## config.mk

```make
export PLATFORM = sky130hd
export DESIGN_NAME = ams_seq
export DESIGN_NICKNAME = d
export VERILOG_FILES = /design/src/ams_pkg.sv /design/src/ams_sync.sv /design/src/ams_phase_cnt.sv /design/src/ams_seq.sv
export SDC_FILE = /design/constraint.sdc
export NUM_CORES = 1
export LEC_CHECK = 0
export BUFFER_PORTS_ARGS = -buffer_cell sky130_fd_sc_hd__buf_2
export CORE_UTILIZATION = 45
export CTS_BUF_LIST = sky130_fd_sc_hd__clkbuf_16
export DETAILED_ROUTE_END_ITERATION = 8
export PLACE_DENSITY_LB_ADDON = 0.12
export SYNTH_ARGS = -nofsm -noshare
export SYNTH_HDL_FRONTEND = slang
export SYNTH_SLANG_ARGS = --single-unit
```

## constraint.sdc

```tcl
create_clock -name clk_i -period 2 [get_ports clk_i]
set_input_delay 0.2 -clock clk_i [delete_from_list [all_inputs] [get_ports clk_i]]
set_output_delay 0.2 -clock clk_i [all_outputs]
set_load 0.005 [all_outputs]
```

## src/ams_pkg.sv

```systemverilog
// Constants and types for the asynchronous memory strobe sequencer
package ams_pkg;

  // ==========================================================
  // Timing
  localparam int CLK_PERIOD_NS = 8;
  localparam int READY_HOLD_NS = 2 * CLK_PERIOD_NS;
  localparam int READY_HOLD_CYC = (READY_HOLD_NS + CLK_PERIOD_NS - 1) / CLK_PERIOD_NS;

  // ==========================================================
  // Port geometry
  localparam int WIDE_DATA_W = 64;
  localparam int WIDE_BE_W = 8;
  localparam int WIDE_ADDR_MSB = 22;
  localparam int WIDE_ADDR_LSB = 3;
  localparam int NARROW_DATA_W = 16;
  localparam int NARROW_BE_W = 2;
  localparam int NARROW_ADDR_MSB = 20;
  localparam int NARROW_ADDR_LSB = 1;
  localparam int NUM_CE = 4;

  // ==========================================================
  // Phase counter
  localparam int CNT_W = 6;
  localparam logic [CNT_W-1:0] CNT_ONE = 6'h01;
  localparam logic [CNT_W-1:0] READY_SAMPLE_REM = 6'h02;
  localparam int LEN_W = 8;

  // ==========================================================
  // Register map
  localparam int AVS_ADDR_W = 5;
  localparam logic [AVS_ADDR_W-1:0] REG_TIMING_BASE = 5'h00;
  localparam logic [AVS_ADDR_W-1:0] REG_STATUS = 5'h10;
  localparam logic [31:0] TIMING_RST = 32'hfffb_ff07;
  localparam logic [31:0] TIMING_MASK = 32'hfffb_ff07;
  localparam int ST_BUSY_BIT = 0;
  localparam int ST_PHASE_LSB = 1;
  localparam int ST_WRITE_BIT = 3;
  localparam int ST_READY_BIT = 4;

  // Timing word, bit 31 first; rsv fields read as zero
  typedef struct packed {
    logic [3:0] ws;
    logic [5:0] write_pulse_cycles;
    logic [2:0] wh;
    logic rsv_hi;
    logic [3:0] rs;
    logic [5:0] rst;
    logic [4:0] rsv_lo;
    logic [2:0] rh;
  } ams_timing_t;

  typedef enum logic [1:0] {
    ST_IDLE = 2'b00,
    ST_SETUP = 2'b01,
    ST_STROBE = 2'b10,
    ST_HOLD = 2'b11
  } ams_state_t;

endpackage

```

## src/ams_sync.sv

```systemverilog
// Two-flop synchroniser for the memory ready input
module ams_sync (
  // Clock and reset
  input wire logic clk_i,
  input wire logic arst_n_i,
  // Data
  input wire logic async_i,
  output logic sync_o
);

  // ==========================================================
  // Chain
  logic meta_q;
  logic sync_q;

  // Reset high so an idle memory reads as ready
  always_ff @(posedge clk_i or negedge arst_n_i) begin
    if (!arst_n_i) begin
      meta_q <= 1'b1;
      sync_q <= 1'b1;
    end else begin
      meta_q <= async_i;
      sync_q <= meta_q;
    end
  end

  assign sync_o = sync_q;

endmodule

```

## src/ams_phase_cnt.sv

```systemverilog
// Down counter that times one access phase
module ams_phase_cnt #(
  parameter int W = 6
) (
  // Clock and reset
  input wire logic clk_i,
  input wire logic arst_n_i,
  // Control
  input wire logic load_i,
  input wire logic [W-1:0] load_val_i,
  input wire logic freeze_i,
  output logic [W-1:0] count_o
);

  // ==========================================================
  // Counter
  logic [W-1:0] count_q;

  always_ff @(posedge clk_i or negedge arst_n_i) begin
    if (!arst_n_i) begin
      count_q <= '0;
    end else if (load_i) begin
      count_q <= load_val_i;
    end else if (!freeze_i && count_q != '0) begin
      count_q <= count_q - 1'b1;
    end
  end

  assign count_o = count_q;

endmodule

```

## src/ams_seq.sv

```systemverilog
// Asynchronous memory access sequencer with Avalon-MM timing registers
// Overview of operation
// [RL1] Ready input passes a two-flop synchroniser
// [RL2] Ready looked at two cycles before end
// [RL3] Ready low stretches strobe one cycle each
// [RL4] Strobe ends two cycles after ready high
// [RL5] Memory holds each ready level two periods
// [RL6] Software sizes strobe to cover access time
// [RL7] Read selects valid setup cycles before strobe
// [RL8] Read selects held hold cycles after strobe
// [RL9] Write selects, data valid setup cycles before
// [RL10] Write selects, data held hold cycles after
// [RL11] Six timing counts per chip select
// [RL12] All phases counted in memory clock periods
// [RL13] Strobes change only on rising clock edges
// [RL14] Ready sampled on rising clock edges
// [RL15] Read data captured as strobe rises
// [RL16] Wide port: eight lanes, address 22:3
// [RL17] Narrow port: two lanes, address 20:1
// [RL18] Strobe pins carry only asynchronous meanings
// [RL19] Setup, strobe, hold in order, selects stable
// [RL20] Every count treated as one at least
module ams_seq
  import ams_pkg::*;
#(
  parameter int DATA_W = WIDE_DATA_W,
  parameter int BE_W = WIDE_BE_W,
  parameter int ADDR_MSB = WIDE_ADDR_MSB,
  parameter int ADDR_LSB = WIDE_ADDR_LSB,
  parameter int NUM_CE_P = NUM_CE
) (
  // Clock and reset
  input wire logic clk_i,
  input wire logic arst_n_i,
  // Avalon-MM slave
  input wire logic [AVS_ADDR_W-1:0] avs_address_i,
  input wire logic avs_read_i,
  input wire logic avs_write_i,
  input wire logic [31:0] avs_writedata_i,
  input wire logic [3:0] avs_byteenable_i,
  output logic [31:0] avs_readdata_o,
  output logic avs_waitrequest_o,
  // Access requests
  input wire logic req_valid_i,
  input wire logic req_write_i,
  input wire logic [$clog2(NUM_CE_P)-1:0] req_ce_i,
  input wire logic [ADDR_MSB:ADDR_LSB] req_addr_i,
  input wire logic [BE_W-1:0] req_be_i,
  input wire logic [DATA_W-1:0] req_wdata_i,
  output logic req_ready_o,
  output logic rsp_valid_o,
  output logic [DATA_W-1:0] rsp_rdata_o,
  // Memory pins
  output logic [NUM_CE_P-1:0] chip_select_n_o,
  output logic [BE_W-1:0] byte_lane_n_o,
  output logic [ADDR_MSB:ADDR_LSB] mem_addr_bus_o,
  output logic [DATA_W-1:0] mem_data_bus_o,
  output logic mem_data_oe_o,
  input wire logic [DATA_W-1:0] mem_data_bus_i,
  output logic output_gate_n_o,
  output logic read_strobe_n_o,
  output logic write_strobe_n_o,
  input wire logic wait_ready_in_i
);

  localparam int CE_W = $clog2(NUM_CE_P);

  // ==========================================================
  // Decoding
  function automatic logic [CNT_W-1:0] phase_cycles(ams_timing_t t, logic wr,
                                                    ams_state_t ph);
    logic [CNT_W-1:0] n;
    n = '0;
    unique case (ph)
      ST_IDLE: n = '0;
      ST_SETUP: n = wr ? {2'h0, t.ws} : {2'h0, t.rs};
      ST_STROBE: n = wr ? t.write_pulse_cycles : t.rst;
      ST_HOLD: n = wr ? {3'h0, t.wh} : {3'h0, t.rh};
    endcase
    // A zero count would never leave the phase
    phase_cycles = (n == '0) ? CNT_ONE : n; // RL20
  endfunction

  // ==========================================================
  // Declarations
  logic [31:0] timing_q [NUM_CE_P];
  logic [31:0] rdata_q;
  logic wait_q;
  ams_state_t state_q;
  ams_state_t state_d;
  ams_timing_t cfg_q;
  ams_timing_t req_cfg;
  logic wr_q;
  logic ready_q;
  logic rsp_q;
  logic [DATA_W-1:0] mem_rdata_q;
  logic [NUM_CE_P-1:0] cs_n_q;
  logic [BE_W-1:0] be_n_q;
  logic [ADDR_MSB:ADDR_LSB] addr_q;
  logic [DATA_W-1:0] wdata_q;
  logic oe_q;
  logic gate_n_q;
  logic rd_stb_n_q;
  logic wr_stb_n_q;
  logic rdy_s;
  logic accept;
  logic cnt_load;
  logic cnt_freeze;
  logic [CNT_W-1:0] cnt_val;
  logic [CNT_W-1:0] cnt;
  logic [2:0] avs_idx;
  logic avs_hit_timing;

  // ==========================================================
  // Register bus
  assign avs_idx = avs_address_i[4:2];
  assign avs_hit_timing = (avs_address_i[4] == REG_TIMING_BASE[4]) &&
                          (avs_address_i[1:0] == 2'h0) &&
                          (32'(avs_idx) < NUM_CE_P);

  // One wait cycle per access; the answer lands in the following cycle
  always_ff @(posedge clk_i or negedge arst_n_i) begin
    if (!arst_n_i) begin
      wait_q <= 1'b1;
    end else if ((avs_read_i || avs_write_i) && wait_q) begin
      wait_q <= 1'b0;
    end else begin
      wait_q <= 1'b1;
    end
  end

  always_ff @(posedge clk_i or negedge arst_n_i) begin
    if (!arst_n_i) begin
      rdata_q <= 32'h0000_0000;
    end else if (avs_read_i && wait_q) begin
      if (avs_hit_timing) begin
        rdata_q <= timing_q[avs_idx[CE_W-1:0]] & TIMING_MASK;
      end else if (avs_address_i == REG_STATUS) begin
        rdata_q <= '0;
        rdata_q[ST_BUSY_BIT] <= state_q != ST_IDLE;
        rdata_q[ST_PHASE_LSB +: 2] <= state_q;
        rdata_q[ST_WRITE_BIT] <= wr_q;
        rdata_q[ST_READY_BIT] <= rdy_s;
      end else begin
        rdata_q <= 32'h0000_0000;
      end
    end
  end

  // Timing words change on a completed bus write to their own address, even on the edge where an access latches them
  for (genvar g = 0; g < NUM_CE_P; g++) begin : g_timing
    always_ff @(posedge clk_i or negedge arst_n_i) begin
      if (!arst_n_i) begin
        timing_q[g] <= TIMING_RST;
      end else if (avs_write_i && !wait_q && avs_hit_timing &&
                   32'(avs_idx) == g) begin // RL11
        for (int b = 0; b < 4; b++) begin
          if (avs_byteenable_i[b]) begin
            timing_q[g][8*b +: 8] <= avs_writedata_i[8*b +: 8] & TIMING_MASK[8*b +: 8];
          end
        end
      end
    end
  end

  assign avs_readdata_o = rdata_q;
  assign avs_waitrequest_o = wait_q;

  // ==========================================================
  // Ready input
  ams_sync u_sync (
    .clk_i(clk_i),
    .arst_n_i(arst_n_i),
    .async_i(wait_ready_in_i), // RL1 RL14
    .sync_o(rdy_s)
  );

  // ==========================================================
  // Phase sequencing
  assign accept = req_valid_i && ready_q;
  assign req_cfg = ams_timing_t'(timing_q[req_ce_i]);

  always_comb begin
    state_d = state_q;
    cnt_load = 1'b0;
    cnt_freeze = 1'b0;
    cnt_val = '0;
    unique case (state_q)
      ST_IDLE: begin
        if (accept) begin
          state_d = ST_SETUP;
          cnt_load = 1'b1;
          cnt_val = phase_cycles(req_cfg, req_write_i, ST_SETUP); // RL7 RL9
        end
      end
      ST_SETUP: begin
        if (cnt == CNT_ONE) begin
          state_d = ST_STROBE; // RL19
          cnt_load = 1'b1;
          cnt_val = phase_cycles(cfg_q, wr_q, ST_STROBE); // RL12
        end
      end
      ST_STROBE: begin
        // Earlier strobe cycles never look at ready
        if (cnt == READY_SAMPLE_REM && !rdy_s) begin // RL2
          cnt_freeze = 1'b1; // RL3
        end else if (cnt == CNT_ONE) begin // RL4
          state_d = ST_HOLD;
          cnt_load = 1'b1;
          cnt_val = phase_cycles(cfg_q, wr_q, ST_HOLD); // RL8 RL10
        end
      end
      ST_HOLD: begin
        if (cnt == CNT_ONE) begin
          state_d = ST_IDLE;
        end
      end
    endcase
  end

  ams_phase_cnt #(
    .W(CNT_W)
  ) u_cnt (
    .clk_i(clk_i),
    .arst_n_i(arst_n_i),
    .load_i(cnt_load),
    .load_val_i(cnt_val),
    .freeze_i(cnt_freeze),
    .count_o(cnt)
  );

  always_ff @(posedge clk_i or negedge arst_n_i) begin
    if (!arst_n_i) begin
      state_q <= ST_IDLE;
      ready_q <= 1'b1;
      rsp_q <= 1'b0;
    end else begin
      state_q <= state_d;
      ready_q <= state_d == ST_IDLE;
      rsp_q <= state_q == ST_HOLD && state_d == ST_IDLE;
    end
  end

  // Timing is latched per access so a register write mid-access is safe
  always_ff @(posedge clk_i or negedge arst_n_i) begin
    if (!arst_n_i) begin
      cfg_q <= ams_timing_t'(TIMING_RST);
      wr_q <= 1'b0;
    end else if (accept) begin
      cfg_q <= req_cfg;
      wr_q <= req_write_i;
    end
  end

  // ==========================================================
  // Select group
  always_ff @(posedge clk_i or negedge arst_n_i) begin
    if (!arst_n_i) begin
      cs_n_q <= '1;
      be_n_q <= '1;
      addr_q <= '0;
      wdata_q <= '0;
      oe_q <= 1'b0;
      gate_n_q <= 1'b1;
    end else if (accept) begin // RL16 RL17
      cs_n_q <= ~(NUM_CE_P'(1) << req_ce_i);
      be_n_q <= ~req_be_i;
      addr_q <= req_addr_i;
      wdata_q <= req_wdata_i;
      oe_q <= req_write_i;
      gate_n_q <= req_write_i;
    end else if (state_q == ST_HOLD && state_d == ST_IDLE) begin // RL19
      cs_n_q <= '1;
      be_n_q <= '1;
      oe_q <= 1'b0;
      gate_n_q <= 1'b1;
    end
  end

  // Strobes are pure flops; the pins have no synchronous meaning here
  always_ff @(posedge clk_i or negedge arst_n_i) begin
    if (!arst_n_i) begin
      rd_stb_n_q <= 1'b1;
      wr_stb_n_q <= 1'b1;
    end else begin
      rd_stb_n_q <= !(state_d == ST_STROBE && !wr_q); // RL13 RL18
      wr_stb_n_q <= !(state_d == ST_STROBE && wr_q); // RL13 RL18
    end
  end

  // ==========================================================
  // Read data
  always_ff @(posedge clk_i or negedge arst_n_i) begin
    if (!arst_n_i) begin
      mem_rdata_q <= '0;
    end else if (state_q == ST_STROBE && state_d == ST_HOLD && !wr_q) begin
      mem_rdata_q <= mem_data_bus_i; // RL15
    end
  end

  assign req_ready_o = ready_q;
  assign rsp_valid_o = rsp_q;
  assign rsp_rdata_o = mem_rdata_q;
  assign chip_select_n_o = cs_n_q;
  assign byte_lane_n_o = be_n_q;
  assign mem_addr_bus_o = addr_q;
  assign mem_data_bus_o = wdata_q;
  assign mem_data_oe_o = oe_q;
  assign output_gate_n_o = gate_n_q;
  assign read_strobe_n_o = rd_stb_n_q;
  assign write_strobe_n_o = wr_stb_n_q;

  // ==========================================================
  // Checks
  logic [1:0] live_q;
  logic [LEN_W-1:0] len_q;

  always_ff @(posedge clk_i or negedge arst_n_i) begin
    if (!arst_n_i) begin
      live_q <= 2'h0;
      len_q <= '0;
    end else begin
      live_q <= {live_q[0], 1'b1};
      if (state_d != state_q) begin
        len_q <= LEN_W'(1);
      end else if (len_q != '1) begin
        len_q <= len_q + 1'b1;
      end
    end
  end

  a_ready_sync_path: assert property (@(posedge clk_i) disable iff (!arst_n_i) // RL1
    live_q[1] |-> rdy_s == $past(wait_ready_in_i, 2))
    else $error("ready synchroniser is not two stages");

  a_ready_early_ignored: assert property (@(posedge clk_i) disable iff (!arst_n_i) // RL2
    state_q == ST_STROBE && cnt > READY_SAMPLE_REM |=> cnt == $past(cnt) - 1'b1)
    else $error("strobe count stalled before the ready point");

  a_ready_stretch: assert property (@(posedge clk_i) disable iff (!arst_n_i) // RL3
    state_q == ST_STROBE && cnt == READY_SAMPLE_REM && !rdy_s
    |=> state_q == ST_STROBE && cnt == READY_SAMPLE_REM)
    else $error("strobe not stretched while ready low");

  a_ready_release: assert property (@(posedge clk_i) disable iff (!arst_n_i) // RL4
    state_q == ST_STROBE && cnt == READY_SAMPLE_REM && rdy_s
    |=> state_q == ST_STROBE ##1 read_strobe_n_o && write_strobe_n_o)
    else $error("strobe did not end two cycles after ready");

  a_read_setup_len: assert property (@(posedge clk_i) disable iff (!arst_n_i) // RL7
    $fell(read_strobe_n_o) |->
      $past(len_q) == LEN_W'(phase_cycles(cfg_q, 1'b0, ST_SETUP)) && !output_gate_n_o)
    else $error("read setup length wrong");

  a_read_hold_len: assert property (@(posedge clk_i) disable iff (!arst_n_i) // RL8
    $past(state_q) == ST_HOLD && state_q == ST_IDLE && !wr_q |->
      $past(len_q) == LEN_W'(phase_cycles(cfg_q, 1'b0, ST_HOLD)) && &chip_select_n_o)
    else $error("read hold length wrong");

  a_write_setup_len: assert property (@(posedge clk_i) disable iff (!arst_n_i) // RL9
    $fell(write_strobe_n_o) |->
      $past(len_q) == LEN_W'(phase_cycles(cfg_q, 1'b1, ST_SETUP)) && mem_data_oe_o)
    else $error("write setup length wrong");

  a_write_hold_len: assert property (@(posedge clk_i) disable iff (!arst_n_i) // RL10
    $past(state_q) == ST_HOLD && state_q == ST_IDLE && wr_q |->
      $past(len_q) == LEN_W'(phase_cycles(cfg_q, 1'b1, ST_HOLD)) && !mem_data_oe_o)
    else $error("write hold length wrong");

  a_select_stable: assert property (@(posedge clk_i) disable iff (!arst_n_i) // RL19
    state_q != ST_IDLE && $past(state_q) != ST_IDLE |->
      $stable(mem_addr_bus_o) && $stable(chip_select_n_o) && $stable(mem_data_bus_o))
    else $error("select group moved during an access");

  a_read_capture: assert property (@(posedge clk_i) disable iff (!arst_n_i) // RL15
    $rose(read_strobe_n_o) |-> rsp_rdata_o == $past(mem_data_bus_i))
    else $error("read data not captured at strobe rise");

endmodule

```

# Word level (Yosys, flattened, before mapping)
# Index checks and enable logic that the tools add are counted.
# W data, S select, Z words.
# classes
addsub	1
multipliers	0
div_mod_pow	0
magnitude_cmp	3
eq_ne	11
shift	1
mux	49
bitwise	5
n_reduce_logical	52
# op_table
op	n
$mux W32	5
$bmux W32 S2	2
$mux W6	17
$reduce_and A2 Y1	16
$logic_and A1 B1 Y1	18
$logic_not A6 Y1	3
$pmux W6 S3	1
$mux W8	2
$mux W4	3
$mux W1	10
$mux W2	5
$eq A2 B2 Y1 const B	4
$not A8 Y8	1
$pmux W2 S4	1
$eq A3 B2 Y1 const B	2
$eq A6 B1 Y1 const B	1
$eq A6 B2 Y1 const B	1
$ge A3 B3 Y1 const B	2
$logic_not A1 Y1	6
$logic_not A2 Y1	3
$not A2 Y3	2
$reduce_bool A2 Y1	3
$reduce_bool A6 Y1	1
$sub A6 B1 Y6 const B	1
other kinds (12)	12
# totals
reg_bits	332
latch_bits	0
ramBits	0
mem_bits_ro	0
in_bits	206
out_inout_bits	199
word_cells	160
mem_count	0

# Longest topological paths before layout
# Gate-level depths: netlist of run 1.
# logic_depth
depth_word	12
ltp_mapped	9
depth_no_buf	8

# Cells and area by module
# From an unflattened synthesis of run 1, not the netlist that was laid out.
# hier_totals
cells_unflattened	1137
hier_area_um2	14515.2
# by_module_without_submodules
module	n_inst	cells_each	area_each_um2	seq_area_each_um2
ams_seq	1	1092	14067.2	8181.6
ams_phase_cnt	1	43	395.4	150.1
ams_sync	1	2	52.6	52.6

# Least setup slack after synthesis of run 1
# OpenSTA, ideal clock, no wires.
# synth_path
path_kind	register to register
startpoint	reg u_cnt.count_q[0] (netlist: u_cnt.count_o[0])
endpoint	reg mem_rdata_q[10] (netlist: rsp_rdata_o[10])
arrival_time_ns	1.966
required_ns	1.875
path_slack_ns	-0.091
path_stages_with_launch	10
n_path_buf	2
cell_sequence	dfrtp_1 inv_1 ha_1 and2b_1 nor2_2 nand3_4 or3_1 buf_6 buf_12 mux2_4
# synth_via
elab_chain_cells	7
# synth_lines
element	line	text
from (decl)	ams_phase_cnt.sv:17	logic [W-1:0] count_q;
from (signal assigned)	ams_phase_cnt.sv:23	count_q <= load_val_i;
from (signal assigned)	ams_phase_cnt.sv:25	count_q <= count_q - 1'b1;
$eq A6 B1 Y1 or $eq A6 B2 Y1 (tied branches)	n/a	
$mux W2 or $logic_and A1 B1 Y1 (tied branches)	ams_seq.sv:207, ams_seq.sv:205	
$mux W2	ams_seq.sv:205	if (cnt == READY_SAMPLE_REM && !rdy_s) begin
$pmux W2 S4 (*)	ams_seq.sv:188	unique case (state_q)
$eq A2 B2 Y1 (*)	ams_seq.sv:296	end else if (state_q == ST_STROBE && state_d == ST_HOLD && !wr_q) begin
$logic_and A1 B1 Y1 (*) (2 in a row)	ams_seq.sv:296	
to (signal assigned)	ams_seq.sv:297	mem_rdata_q <= mem_data_bus_i;
to (decl)	ams_seq.sv:96	logic [DATA_W-1:0] mem_rdata_q;
# Mark *: on every way between the ends. The rest lies on a longest branch, timed or not.
# A chain may end at the register's enable or synchronous reset.

# Worst setup path in the final report of run 1
# layout_path
startpoint	reg u_cnt.count_q[0] (netlist: u_cnt.count_o[0])
endpoint	reg mem_rdata_q[6] (netlist: rsp_rdata_o[6])
# Same word-level chain as after synthesis.

==> metrics.md, run 1 <==
| Metric | Value |
|---|---|
| Status | `complete, but fails checks` |
| Failing checks | `negative setup slack` |
| Rows | `65` |
| CP Launch Point | `u_cnt.count_o[0]` |
| Pre-antenna DRT Iters | `5` |
| Final setup violation count | `2` |
| Synth Area in XOR/XNOR | `0.2437%` |
| Commonest non-fill, non-tap cell in the layout | `buf_2` |
| Worst-path maximum fanout | `26` |
| Register area share after synthesis | `58.32%` |
| RR Startpoint | `u_cnt.count_o[0]` |
| Place WS | `-0.04089 ns` |
| Vias in the first global route | `11380` |
| Port bufs | `394` |
| HPWL Detailed | `28.05 mm` |
| Total power | `14.91 mW` |
| Number of buffers created by CTS | `37` |
| Area contributors post-synth | `dfrtp_1 33%, dfstp_2 26%, nand2_1 9.0%, mux2_2 8.2%, mux4_2 7.8%` |
| Via density | `5.035` |
| Worst hold start | `req_valid_i` |
| Crit path DAT | `2.39 ns` |
| Period minus WS final | `2.005 ns` |
| Area fraction of the dominant cell type after synthesis | `32.55%` |
| Die H | `180.7 um` |
| Clk buf depth | `3` |
| Final Util | `63.74%` |
| Layout Cells excl Fill | `2158` |
| TritonCTS clock tree | `yes` |
| Final Routed Wirelength | `41.09 mm` |
| Share of cells above drive strength 1 | `49.23%` |
| Synth Register Bits | `328` |
| Clock Skews | `0.01216 ns` |
| Worst setup EP type | `flop` |
| Leading cell types in the layout, fill and taps excluded | `393 x buf_2, 342 x nand2_1, 187 x dfrtp_1` |
| DRC Markers | `0` |
| Nets | `1939` |
| P per Cell Area | `743.3 mW/mm^2` |
| Warnings from Yosys | `0` |
| Count of different cell masters after synthesis | `52` |
| Total global-route track usage | `25.39%` |
| Die W | `180.7 um` |
| Core area | `0.03147 mm^2` |
| Largest area contributor in the netlist | `dfrtp_1` |
| Setup ws final | `-0.004555 ns` |
| First-pass GRT wire length | `64.59 mm` |
| Largest net degree at the start of global routing | `80` |
| Final Slew Violations | `0` |
| Post-Place Cells | `1904` |
| Main synth FF type | `dfrtp_1` |
| Post-synth EDFFs | `0` |
| Clk Tree Root Cell | `clkbuf_16` |
| Leakage | `10.23 nW` |
| Grt ovf | `0` |
| Slew @ Worst Pin | `0.8342 ns` |
| Max_cap viols | `0` |
| Mux contribution to synthesized area | `23.64%` |
| Mapped Area | `0.01438 mm^2` |
| Crit share post-route | `100.2%` |
| Post-synthesis compound-gate area fraction | `3.777%` |
| Max frequency | `498.9 MHz` |
| Initial DRC Count | `528` |
| Post-synthesis adder-cell area fraction | `0.3481%` |
| CP startpoint kind | `flop` |
| Post-Synth Simple-Gate Area | `10.84%` |
| Largest family of logic cells by synthesized area | `multiplexers` |
| Initial antenna violation count | `1` |
| Hold WC Path Type | `in2reg` |
| Starting Density | `45.68%` |
| Post-Syn Instances | `1110` |
| Die ar. | `0.03267 mm^2` |
| Area delta synth->final | `39.54%` |
| Per-cell routed wire length | `19.04 um` |
| Total number of vias | `10870` |
| Slew margin rel. | `44.39%` |
| Clk slew on worst S/H paths | `0.06 ns` |
| GP Congestion | `0.8264` |
| Synth async-reset ratio | `100.0%` |
| Number of hold violations in the final report | `0` |
| RSZ-0062 raised after global routing | `true` |
| Fill cell count | `2450` |
| Clock sinks | `328` |
| Hold_ws | `0.02269 ns` |
| Boundary pin count | `405` |
| Synthesized area per cell | `12.95 um^2` |
| CP required | `2.39 ns` |
| CTS H-tree depth | `2` |
| Setup CP Type | `reg2reg` |
| Clock latency on the worst-skew pair | `0.51 ns` |
| Number of routed nets with antenna violations | `0` |
| Worst VDD drop | `0.5824 mV` |
[metal layers]
layer	share of wire [%]	wire length (um)	track usage, %	up-vias
met5	0.024	10	0	-
met4	4.0	1635	9.812	2
met3	5.4	2230	4.797	88
met2	48	19870	42.02	315
met1	42	17350	33.13	5391
li1	-	-	-	5070
[registers in the layout (all words and copies together), names as in the netlist, 2 cells and up]
signal and flops:
mem_addr_bus_o 20, timing_q 104, state_q 2, byte_lane_n_o 8, chip_select_n_o 4, u_cnt.count_o 6
mem_data_bus_o 64, cfg_q 18, rsp_rdata_o 64, avs_readdata_o 28
[cell families after synthesis]
family	Yosys count
and+or+nand+nor	389
DFF	328
muxes	233
AOI/OAI and AO/OA	81
buffers and inverters	70
adders and majority gates	4
xor gates and xnor gates	4
other	1
[stage by stage]
step                  TNS, ns  area, um^2
floorplan              -3.431       14390
global placement    -0.006499       17080
detailed placement     -1.319       17080
CTS                   -0.3881       20030
global route           -2.738       20060
finish              -0.007258       20060
[synth_stat cells (2+ instances only)]
library cell,count
o211ai_1,2
a22o_1,23
o32ai_1,2
buf_4,4
dfstp_2,141
a31oi_1,4
a21o_1,2
buf_1,7
o21ai_0,25
o22ai_1,3
nand3_1,3
clkbuf_1,37
nor2_1,11
buf_6,3
buf_12,6
mux2_2,105
dfrtp_1,187
mux2i_1,10
o221ai_1,2
nand2_1,344
buf_2,4
a22oi_1,2
a21oi_1,11
mux4_2,50
and3_1,2
mux2_4,60
mux2_1,8
nor3_1,15
xnor2_1,3
inv_1,9
ha_1,4
[final timing paths]
| path | endpoint | slack [ns] | depth (start not counted) |
|---|---|---|---|
| max reg2reg | rsp_rdata_o[6] | -0.005 | 8 |
| max | rsp_rdata_o[6] | -0.005 | 8 |
| min reg2reg | u_sync.sync_o | 0.36 | 0 |
| min in group asynchronous | mem_data_bus_o[38] | 0.26 | 2 |
| max in group asynchronous | timing_q[95] | 1.01 | 3 |
| min | mem_addr_bus_o[4] | 0.02 | 4 |
[where the power goes]
group / leakage (nW) / internal, mW / switching [mW]
logic: 5.74 / 0.899 / 0.605
registers: 3.90 / 7.04 / 0.168
clock network: 0.581 / 3.59 / 2.61
[timing repair]
item	4_1_cts	5_1_grt
buffers inserted	0	2
hold buffers	186	0
endpoints found under the setup margin	61	68
hold endpoints to repair	300	0
resized for setup	1	3
[worst max-delay path: stages, from the launching register on]
cell     delay [ns]
dfrtp_1        0.36
inv_2          0.04
ha_2           0.16
and2b_1        0.18
nor2_4         0.12
nand3_4        0.08
or3_4          0.41
buf_12         0.20
mux2_4         0.31
[cell type report]
class | count | area, um^2 | share of cell area [%]
clock inverter | 28 | 161.4 | 0.8045
timing repair buffer | 638 | 4420 | 22.03
sequential | 328 | 8384 | 41.79
multi-input combinational | 715 | 5632 | 28.07
inverter | 9 | 33.78 | 0.1684
antenna | 1 | 2.502 | 0.01247
tap | 402 | 503.0 | 2.507
clock buffer | 37 | 925.9 | 4.615
Power figures use the tool's default switching activity.
==> run 2, diff against run 1 <==
--- a/config.mk
+++ b/config.mk
@@ -6,10 +6,14 @@
 export NUM_CORES = 1
 export LEC_CHECK = 0
 export BUFFER_PORTS_ARGS = -buffer_cell sky130_fd_sc_hd__buf_2
-export CORE_UTILIZATION = 45
+export CELL_PAD_IN_SITES_DETAIL_PLACEMENT = 1
+export CELL_PAD_IN_SITES_GLOBAL_PLACEMENT = 1
+export CORE_UTILIZATION = 37
 export CTS_BUF_LIST = sky130_fd_sc_hd__clkbuf_16
 export DETAILED_ROUTE_END_ITERATION = 8
 export PLACE_DENSITY_LB_ADDON = 0.12
+export SKIP_CTS_REPAIR_TIMING = 1
 export SYNTH_ARGS = -nofsm -noshare
 export SYNTH_HDL_FRONTEND = slang
+export SYNTH_HIERARCHICAL = 1
 export SYNTH_SLANG_ARGS = --single-unit
==> run 2 against run 1 <==
  * The run still ends with negative setup slack left
  * Total power grew 63%
  * Worst setup slack got worse by 0.24 ns
  * Utilization shrank 9.8 points
  * Count of clock-buffer cells in the layout increased by 2
  * Worst hold slack worse by 0.0020 ns
  * Clock power is 10% higher
  * Register-to-register slack worse by 0.24 ns
  * Design area up 4.0%
  * First-iteration DRC count shrank 13%
==> metrics.md, run 2 <==
| Metric | Value |
|---|---|
| Final Slew Violations | `0 (unchanged)` |
| Area fraction of the dominant cell type after synthesis | `32.24% (was 32.55%)` |
| Worst VDD drop | `0.6209 mV (was 0.5824 mV)` |
| Synth async-reset ratio | `100.0% (unchanged)` |
| Failing checks | `negative setup slack (unchanged)` |
| Synthesized area per cell | `12.77 um^2 (was 12.95 um^2)` |
| Worst r2r dst | `rsp_rdata_o[11] (was rsp_rdata_o[6])` |
| Share of cells above drive strength 1 | `50.61% (was 49.23%)` |
| Pre-antenna DRT Iters | `6 (was 5)` |
| CP required | `2.42 ns (was 2.39 ns)` |
| Die H | `200.1 um (was 180.7 um)` |
| R2R depth | `7 (was 8)` |
| Post-Place Cells | `2054 (was 1904)` |
| Setup CP Type | `reg2reg (unchanged)` |
| Final setup violation count | `78 (was 2)` |
| Commonest non-fill, non-tap cell in the layout | `buf_2 (unchanged)` |
| Largest net degree at the start of global routing | `128 (was 80)` |
| Clock Skews | `0.01543 ns (was 0.01216 ns)` |
| Setup ws final | `-0.2470 ns (was -0.004555 ns)` |
| Clk slew on worst S/H paths | `0.06 ns (about the same)` |
| Sequential Power Share | `41.8% (was 48.3%)` |
| CP Launch Point | `u_cnt/count_o[4] (was u_cnt.count_o[0])` |
| Slew @ Worst Pin | `0.6361 ns (was 0.8342 ns)` |
| Grt ovf | `0 (unchanged)` |
| Clk buf depth | `3 (unchanged)` |
| Starting Density | `37.56% (was 45.68%)` |
| Max reg flops | `104 (unchanged)` |
| Via density | `4.886 (was 5.035)` |
| Crit share post-route | `112.3% (was 100.2%)` |
| Fin area | `0.02086 mm^2 (was 0.02006 mm^2)` |
| Worst setup EP type | `flop (unchanged)` |
| Initial DRC Count | `459 (was 528)` |
| CP max stage cell | `or4_4 (was or3_4)` |
| Clock power frac | `28.1% (was 41.6%)` |
| Hold WC Path Type | `in2reg (unchanged)` |
| Clock latency on the worst-skew pair | `0.55 ns (was 0.51 ns)` |
| Area delta synth->final | `43.74% (was 39.54%)` |
| First-pass GRT wire length | `65.13 mm (was 64.59 mm)` |
| P_sw | `7.633 mW (was 3.385 mW)` |
| GP Congestion | `0.7678 (was 0.8264)` |
| DRC Markers | `0 (unchanged)` |
| Total number of vias | `11350 (was 10870)` |
| Die W | `200.1 um (was 180.7 um)` |
| Top post-synthesis cells by count | `342 x nand2_1, 187 x dfrtp_1, 141 x dfstp_2, 109 x mux2_2, 60 x mux2_4 (was 344 x nand2_1, 187 x dfrtp_1, 141 x dfstp_2, 105 x mux2_2, 60 x mux2_4)` |
| Setup TNS | `-14.38 ns (was -0.007258 ns)` |
| Most common cell in the netlist | `nand2_1 (unchanged)` |
| Most used cell, CP | `nor3b_4` |
| Max_cap viols | `0 (unchanged)` |
| RSZ-0062 raised after global routing | `true (unchanged)` |
| Total global-route track usage | `21.40% (was 25.39%)` |
| Slew margin rel. | `57.48% (was 44.39%)` |
| Critical-path cell list | `or4_4, nor3b_4, nor3b_4, buf_6, buf_12, clkbuf_16, mux2_4 (was inv_2, ha_2, and2b_1, nor2_4, nand3_4, or3_4, buf_12, mux2_4)` |
| Core area | `0.03865 mm^2 (was 0.03147 mm^2)` |
| Internal power | `16.74 mW (was 11.53 mW)` |
| Biggest register | `timing_q (unchanged)` |
| Number of buffers created by CTS | `39 (was 37)` |
| CP endpoint | `rsp_rdata_o[11] (was rsp_rdata_o[6])` |
| Per-cell routed wire length | `20.70 um (was 19.04 um)` |
| Number of routed nets with antenna violations | `0 (unchanged)` |
| Crit path DAT | `2.67 ns (was 2.39 ns)` |
| Final Routed Wirelength | `48.08 mm (was 41.09 mm)` |
| Rows | `72 (was 65)` |
| Cell area after placement | `0.01752 mm^2 (was 0.01708 mm^2)` |
| Port bufs | `394 (unchanged)` |
| Initial antenna violation count | `2 (was 1)` |
| Net Sw Frac | `31.32% (was 22.70%)` |
| Synth Register Bits | `328 (unchanged)` |
| Clock sinks | `328 (unchanged)` |
| Max frequency | `445.0 MHz (was 498.9 MHz)` |
| Warnings from Yosys | `6 (was 0)` |
| RR Startpoint | `u_cnt/count_o[4] (was u_cnt.count_o[0])` |
| Status | `complete, but fails checks (unchanged)` |
| Mapped Area | `0.01452 mm^2 (was 0.01438 mm^2)` |
| CP startpoint kind | `flop (unchanged)` |
| Max stage delay on crit path | `0.56 ns (was 0.41 ns)` |
| Nets | `1982 (was 1939)` |
| Post-synth EDFFs | `0 (unchanged)` |
| Leakage | `10.29 nW (was 10.23 nW)` |
| CTS H-tree depth | `2 (unchanged)` |
| Area contributors post-synth | `dfrtp_1 32%, dfstp_2 26%, nand2_1 8.8%, mux2_2 8.5%, mux4_2 7.4% (was dfrtp_1 33%, dfstp_2 26%, nand2_1 9.0%, mux2_2 8.2%, mux4_2 7.8%)` |
| Fill cell count | `4086 (was 2450)` |
| Die ar. | `0.04003 mm^2 (was 0.03267 mm^2)` |
| Boundary pin count | `405 (unchanged)` |
| Vias in the first global route | `10750 (was 11380)` |
| Post-Syn Instances | `1137 (was 1110)` |
| Number of hold violations in the final report | `0 (unchanged)` |
| Layout Cells excl Fill | `2322 (was 2158)` |
| Worst-path maximum fanout | `8 (was 26)` |
| Logic gate share of total power | `30.0% (was 10.1%)` |
| Register area share after synthesis | `57.76% (was 58.32%)` |
| TritonCTS clock tree | `yes (unchanged)` |
| Largest area contributor in the netlist | `dfrtp_1 (unchanged)` |
| Period minus WS final | `2.247 ns (was 2.005 ns)` |
| Count of different cell masters after synthesis | `52 (unchanged)` |
| Clk Tree Root Cell | `clkbuf_16 (unchanged)` |
| HPWL Detailed | `30.43 mm (was 28.05 mm)` |
| Main synth FF type | `dfrtp_1 (unchanged)` |
| Leading cell types in the layout, fill and taps excluded | `393 x buf_2, 340 x nand2_1, 187 x dfrtp_1, 187 x dlygate4sd3_1, 141 x dfstp_2 (was 393 x buf_2, 342 x nand2_1, 187 x dfrtp_1)` |
| R2R Setup Slk | `-0.25 ns (was -0.005 ns)` |
| P per Cell Area | `1168 mW/mm^2 (was 743.3 mW/mm^2)` |
[run 2: power by group through the flow]
stage	sequential, mW	clock [mW]	combinational, mW
after floorplan	10.2	0	3.34
after global placement	10.1	0	6.57
after detailed placement	10.2	0	6.73
after CTS	10.1	7.07	6.77
after global routing	10.5	7.28	8.12
final	10.2	6.85	7.32
[run 2: layout make-up]
class,count,area [um^2],area share (%)
multi-input combinational,736,5819,27.89
antenna,2,5.005,0.02399
inverter,8,30.03,0.1439
tap,518,648.1,3.106
timing repair buffer,661,4773,22.88
sequential,328,8384,40.19
clock inverter,30,227.7,1.091
clock buffer,39,975.9,4.678
[run 2: layer usage]
metal  part of all wire [%]  vias up  GRT usage, %
met5                      0        -             0
met4                    2.5        0         6.814
met3                    5.0       75         4.116
met2                     52      299         36.66
met1                     40     5764         27.24
li1                       -     5208             -
[run 2: kinds of logic (layout without fill, tap and decap cells)]
| kind of cell | Yosys count | after routing | share of synthesized area [%] |
|---|---|---|---|
| adders and majority gates | 2 | 2 | 0.1724 |
| other | 1 | 6 | 0.02584 |
| muxes | 232 | 232 | 23.14 |
| DFF | 328 | 328 | 57.76 |
| AOI/OAI and AO/OA | 88 | 88 | 4.120 |
| buffers and inverters | 76 | 738 | 2.974 |
| xor gates and xnor gates | 1 | 1 | 0.06035 |
| and+or+nand+nor | 409 | 409 | 11.74 |
[run 2: worst min-delay path by stage]
| stage | startpoint | endpoint | slack [ns] | depth (start not counted) |
|---|---|---|---|---|
| after floorplan | arst_n_i | avs_readdata_o[0] | -0.1 | 0 |
| after global placement | arst_n_i | mem_data_bus_o[23] | 0.12 | 1 |
| after detailed placement | arst_n_i | mem_data_bus_o[23] | 0.11 | 1 |
| after CTS | arst_n_i | mem_data_bus_o[23] | -0.47 | 1 |
| after global routing | avs_address_i[4] | avs_readdata_o[3] | 0.01 | 3 |
| final | avs_address_i[4] | avs_readdata_o[3] | 0.02 | 3 |
[run 2: worst max-delay path: cells and delay by family (launching register included)]
kind          cells  cell delay (ns)
buf+inv           3             0.45
simple gates      3             0.99
mux               1             0.31
flops             1             0.38
[run 2: stage by stage]
step / hold WS [ns] / util [%] / setup WS [ns] / power (mW)
3_5_place_dp: 0.1133 / 45.34 / -0.2382 / 16.90
5_1_grt: 0.01351 / 53.99 / -0.3187 / 25.86
6_report: 0.02074 / 53.99 / -0.2470 / 24.37
2_1_floorplan: -0.09559 / - / -0.2385 / 13.50
4_1_cts: -0.4731 / 48.46 / -0.2612 / 23.93
3_3_place_gp: 0.1156 / 45.34 / -0.1839 / 16.68
==> run 3, diff against run 2 <==
--- a/config.mk
+++ b/config.mk
@@ -15,5 +15,4 @@
 export SKIP_CTS_REPAIR_TIMING = 1
 export SYNTH_ARGS = -nofsm -noshare
 export SYNTH_HDL_FRONTEND = slang
-export SYNTH_HIERARCHICAL = 1
 export SYNTH_SLANG_ARGS = --single-unit
==> run 3 against run 2 <==
  * The flow still finishes with violations (negative setup slack)
  * Routed wire length decreased by 2.9%
  * Design area decreased by 2.5%
  * Maximum frequency increased by 12%
  * Global-route usage increased by 0.24 points
  * Combinational power decreased by 79%
  * First-iteration DRC count decreased by 29%
  * Register-to-register slack improved by 0.25 ns
  * Clock power decreased by 2.9%
  * Critical endpoint is now rsp_rdata_o[54]
==> metrics.md, run 3 (synthesis gave the netlist of run 1 again) <==
| Metric | Value |
|---|---|
| Clk Tree Root Cell | `clkbuf_16 (unchanged)` |
| Worst r2r dst | `rsp_rdata_o[54] (was rsp_rdata_o[11])` |
| Slew @ Worst Pin | `0.6252 ns (was 0.6361 ns)` |
| Logic gate share of total power | `9.9% (was 30.0%)` |
| RSZ-0062 raised after global routing | `true (unchanged)` |
| Final Slew Violations | `0 (unchanged)` |
| Crit-path leading delay family | `simple AND/OR/NAND/NOR gates (unchanged)` |
| Total number of vias | `11150 (was 11350)` |
| Worst VDD drop | `0.5451 mV (was 0.6209 mV)` |
| Number of routed nets with antenna violations | `0 (unchanged)` |
| Setup CP Type | `reg2reg (unchanged)` |
| Max_cap viols | `0 (unchanged)` |
| Core area | `0.03793 mm^2 (was 0.03865 mm^2)` |
| Hold WC Path Type | `in2reg (unchanged)` |
| Critical-path cell list | `inv_2, ha_2, and2b_1, nor2_4, nand3_4, or3_4, buf_12, mux2_4 (was or4_4, nor3b_4, nor3b_4, buf_6, buf_12, clkbuf_16, mux2_4)` |
| Max frequency | `499.8 MHz (was 445.0 MHz)` |
| Setup ws final | `-0.0007736 ns (was -0.2470 ns)` |
| Fin area | `0.02034 mm^2 (was 0.02086 mm^2)` |
| GP Congestion | `0.8131 (was 0.7678)` |
| Worst Hold Path Cells | `3 (unchanged)` |
| Cell area after placement | `0.01727 mm^2 (was 0.01752 mm^2)` |
| Period minus WS final | `2.001 ns (was 2.247 ns)` |
| Area delta synth->final | `41.47% (was 43.74%)` |
| Leakage | `10.29 nW (about the same)` |
| Vias in the first global route | `10680 (was 10750)` |
| Clock latency on the worst-skew pair | `0.55 ns (about the same)` |
| Largest net degree at the start of global routing | `113 (was 128)` |
| Share of cells above drive strength 1 | `49.49% (was 50.61%)` |
| Worst-path maximum fanout | `15 (was 8)` |
| P per Cell Area | `756.3 mW/mm^2 (was 1168 mW/mm^2)` |
| Post-Place Cells | `2017 (was 2054)` |
| Commonest non-fill, non-tap cell in the layout | `buf_2 (unchanged)` |
| Number of buffers created by CTS | `38 (was 39)` |
| Total power | `15.38 mW (was 24.37 mW)` |
| Slew margin rel. | `58.32% (was 57.48%)` |
| Per-cell routed wire length | `20.54 um (was 20.70 um)` |
| Initial DRC Count | `326 (was 459)` |
| Number of hold violations in the final report | `0 (unchanged)` |
| Final setup violation count | `2 (was 78)` |
| RR Startpoint | `u_cnt.count_o[0] (was u_cnt/count_o[4])` |
| Grt ovf | `0 (unchanged)` |
| Layout Cells excl Fill | `2273 (was 2322)` |
| Rows | `71 (was 72)` |
| Failing checks | `negative setup slack (unchanged)` |
| Initial antenna violation count | `3 (was 2)` |
| Worst setup EP type | `flop (unchanged)` |
| Cell depth of the worst setup path | `8 (was 7)` |
| Clock sinks | `328 (unchanged)` |
| Die H | `199.1 um (was 200.1 um)` |
| Place WS | `-0.03759 ns (was -0.2382 ns)` |
| Nets | `1943 (was 1982)` |
| Crit path buf inv count | `2 (was 3)` |
| DRC Markers | `0 (unchanged)` |
| Crit path DAT | `2.43 ns (was 2.67 ns)` |
| Clk slew on worst S/H paths | `0.06 ns (about the same)` |
| CP required | `2.42 ns (about the same)` |
| Hold Crit Endpoint | `output_gate_n_o (was avs_readdata_o[3])` |
| Starting Density | `37.90% (was 37.56%)` |
| Final Util | `53.62% (was 53.99%)` |
| R2R depth | `8 (was 7)` |
| TritonCTS clock tree | `yes (unchanged)` |
| Final Routed Wirelength | `46.70 mm (was 48.08 mm)` |
| Die ar. | `0.03965 mm^2 (was 0.04003 mm^2)` |
| Sequential Power Share | `46.9% (was 41.8%)` |
| Total global-route track usage | `21.64% (was 21.40%)` |
| Die W | `199.1 um (was 200.1 um)` |
| Clock Skews | `0.01675 ns (was 0.01543 ns)` |
| Via density | `4.905 (was 4.886)` |
| Boundary pin count | `405 (unchanged)` |
| Max stage delay on crit path | `0.43 ns (was 0.56 ns)` |
| Leading cell types in the layout, fill and taps excluded | `393 x buf_2, 343 x nand2_1, 187 x dfrtp_1 (was 393 x buf_2, 340 x nand2_1, 187 x dfrtp_1, 187 x dlygate4sd3_1, 141 x dfstp_2)` |
| Clk buf depth | `3 (unchanged)` |
| Crit share post-route | `100.0% (was 112.3%)` |
| Max reg flops | `104 (unchanged)` |
| R2R Setup Slk | `-0.0008 ns (was -0.25 ns)` |
| HPWL Detailed | `31.48 mm (was 30.43 mm)` |
| First-pass GRT wire length | `64.36 mm (was 65.13 mm)` |
| Status | `complete, but fails checks (unchanged)` |
| Biggest register | `timing_q (unchanged)` |
| Net Sw Frac | `22.94% (was 31.32%)` |
| CP max stage cell | `or3_4 (was or4_4)` |
| P_sw | `3.530 mW (was 7.633 mW)` |
| Clock power frac | `43.2% (was 28.1%)` |
| Pre-antenna DRT Iters | `4 (was 6)` |
| Worst hold start | `req_write_i (was avs_address_i[4])` |
| CP startpoint kind | `flop (unchanged)` |
| Hold_ws | `0.03900 ns (was 0.02074 ns)` |
| Port bufs | `394 (unchanged)` |
| Setup TNS | `-0.001183 ns (was -14.38 ns)` |
| Internal power | `11.85 mW (was 16.74 mW)` |
| CTS H-tree depth | `2 (unchanged)` |
==> run 3: cell types whose count changed in the layout (fill, tap and decap cells not counted), sizes merged, moves of 6 or more <==
cell and delta:
buf -16, a21oi +6, clkinv -9, nor3 +9
o21ai -10, nor2b -6
==> run 3: cell type report <==
class	count	area, um^2
Antenna cell	4	10.01
Tap cell	511	639.4
Timing Repair Buffer	641	4468
Fill cell	3994	17590
Multi-Input combinational cell	715	5629
Sequential cell	328	8384
Clock buffer	41	1026
Clock inverter	24	148.9
Inverter	9	33.78
==> run 3: power groups by stage <==
stage,Combinational [mW],Sequential [mW],Clock (mW)
floorplan,0.559,7.27,0
global placement,1.19,7.30,0
detailed placement,1.22,7.32,0
CTS,1.22,7.21,6.84
global route,1.65,7.25,7.06
finish,1.52,7.22,6.65
==> run 3: how the worst max path moves through the flow <==
stage,slack [ns],endpoint,from
detailed placement,-0.04,timing_q[47],avs_address_i[1]
global route,-0.06,rsp_rdata_o[33],u_cnt.count_o[0]
floorplan,-0.06,rsp_rdata_o[10],u_cnt.count_o[0]
CTS,-0.02,rsp_rdata_o[27],u_cnt.count_o[0]
finish,-0.0008,rsp_rdata_o[54],u_cnt.count_o[0]
global placement,-0.003,timing_q[47],avs_address_i[1]
==> run 3: routing by layer <==
layer / vias to the layer above / part of all wire [%] / wire [um] / global-route usage [%]
met4: 0 / 2.1 / 998 / 7.094
met5: - / 0 / 0 / 0
li1: 5076 / - / - / -
met1: 5705 / 39 / 18400 / 26.30
met2: 301 / 53 / 24680 / 37.98
met3: 66 / 5.6 / 2620 / 4.675
==> run 3: worst register-to-register path, delay by kind of cell, from the launching register on <==
family | cells | cell delay, ns
adders and majority gates | 1 | 0.16
buffers and inverters | 2 | 0.26
DFF | 1 | 0.35
muxes | 1 | 0.31
and+or+nand+nor | 4 | 0.81
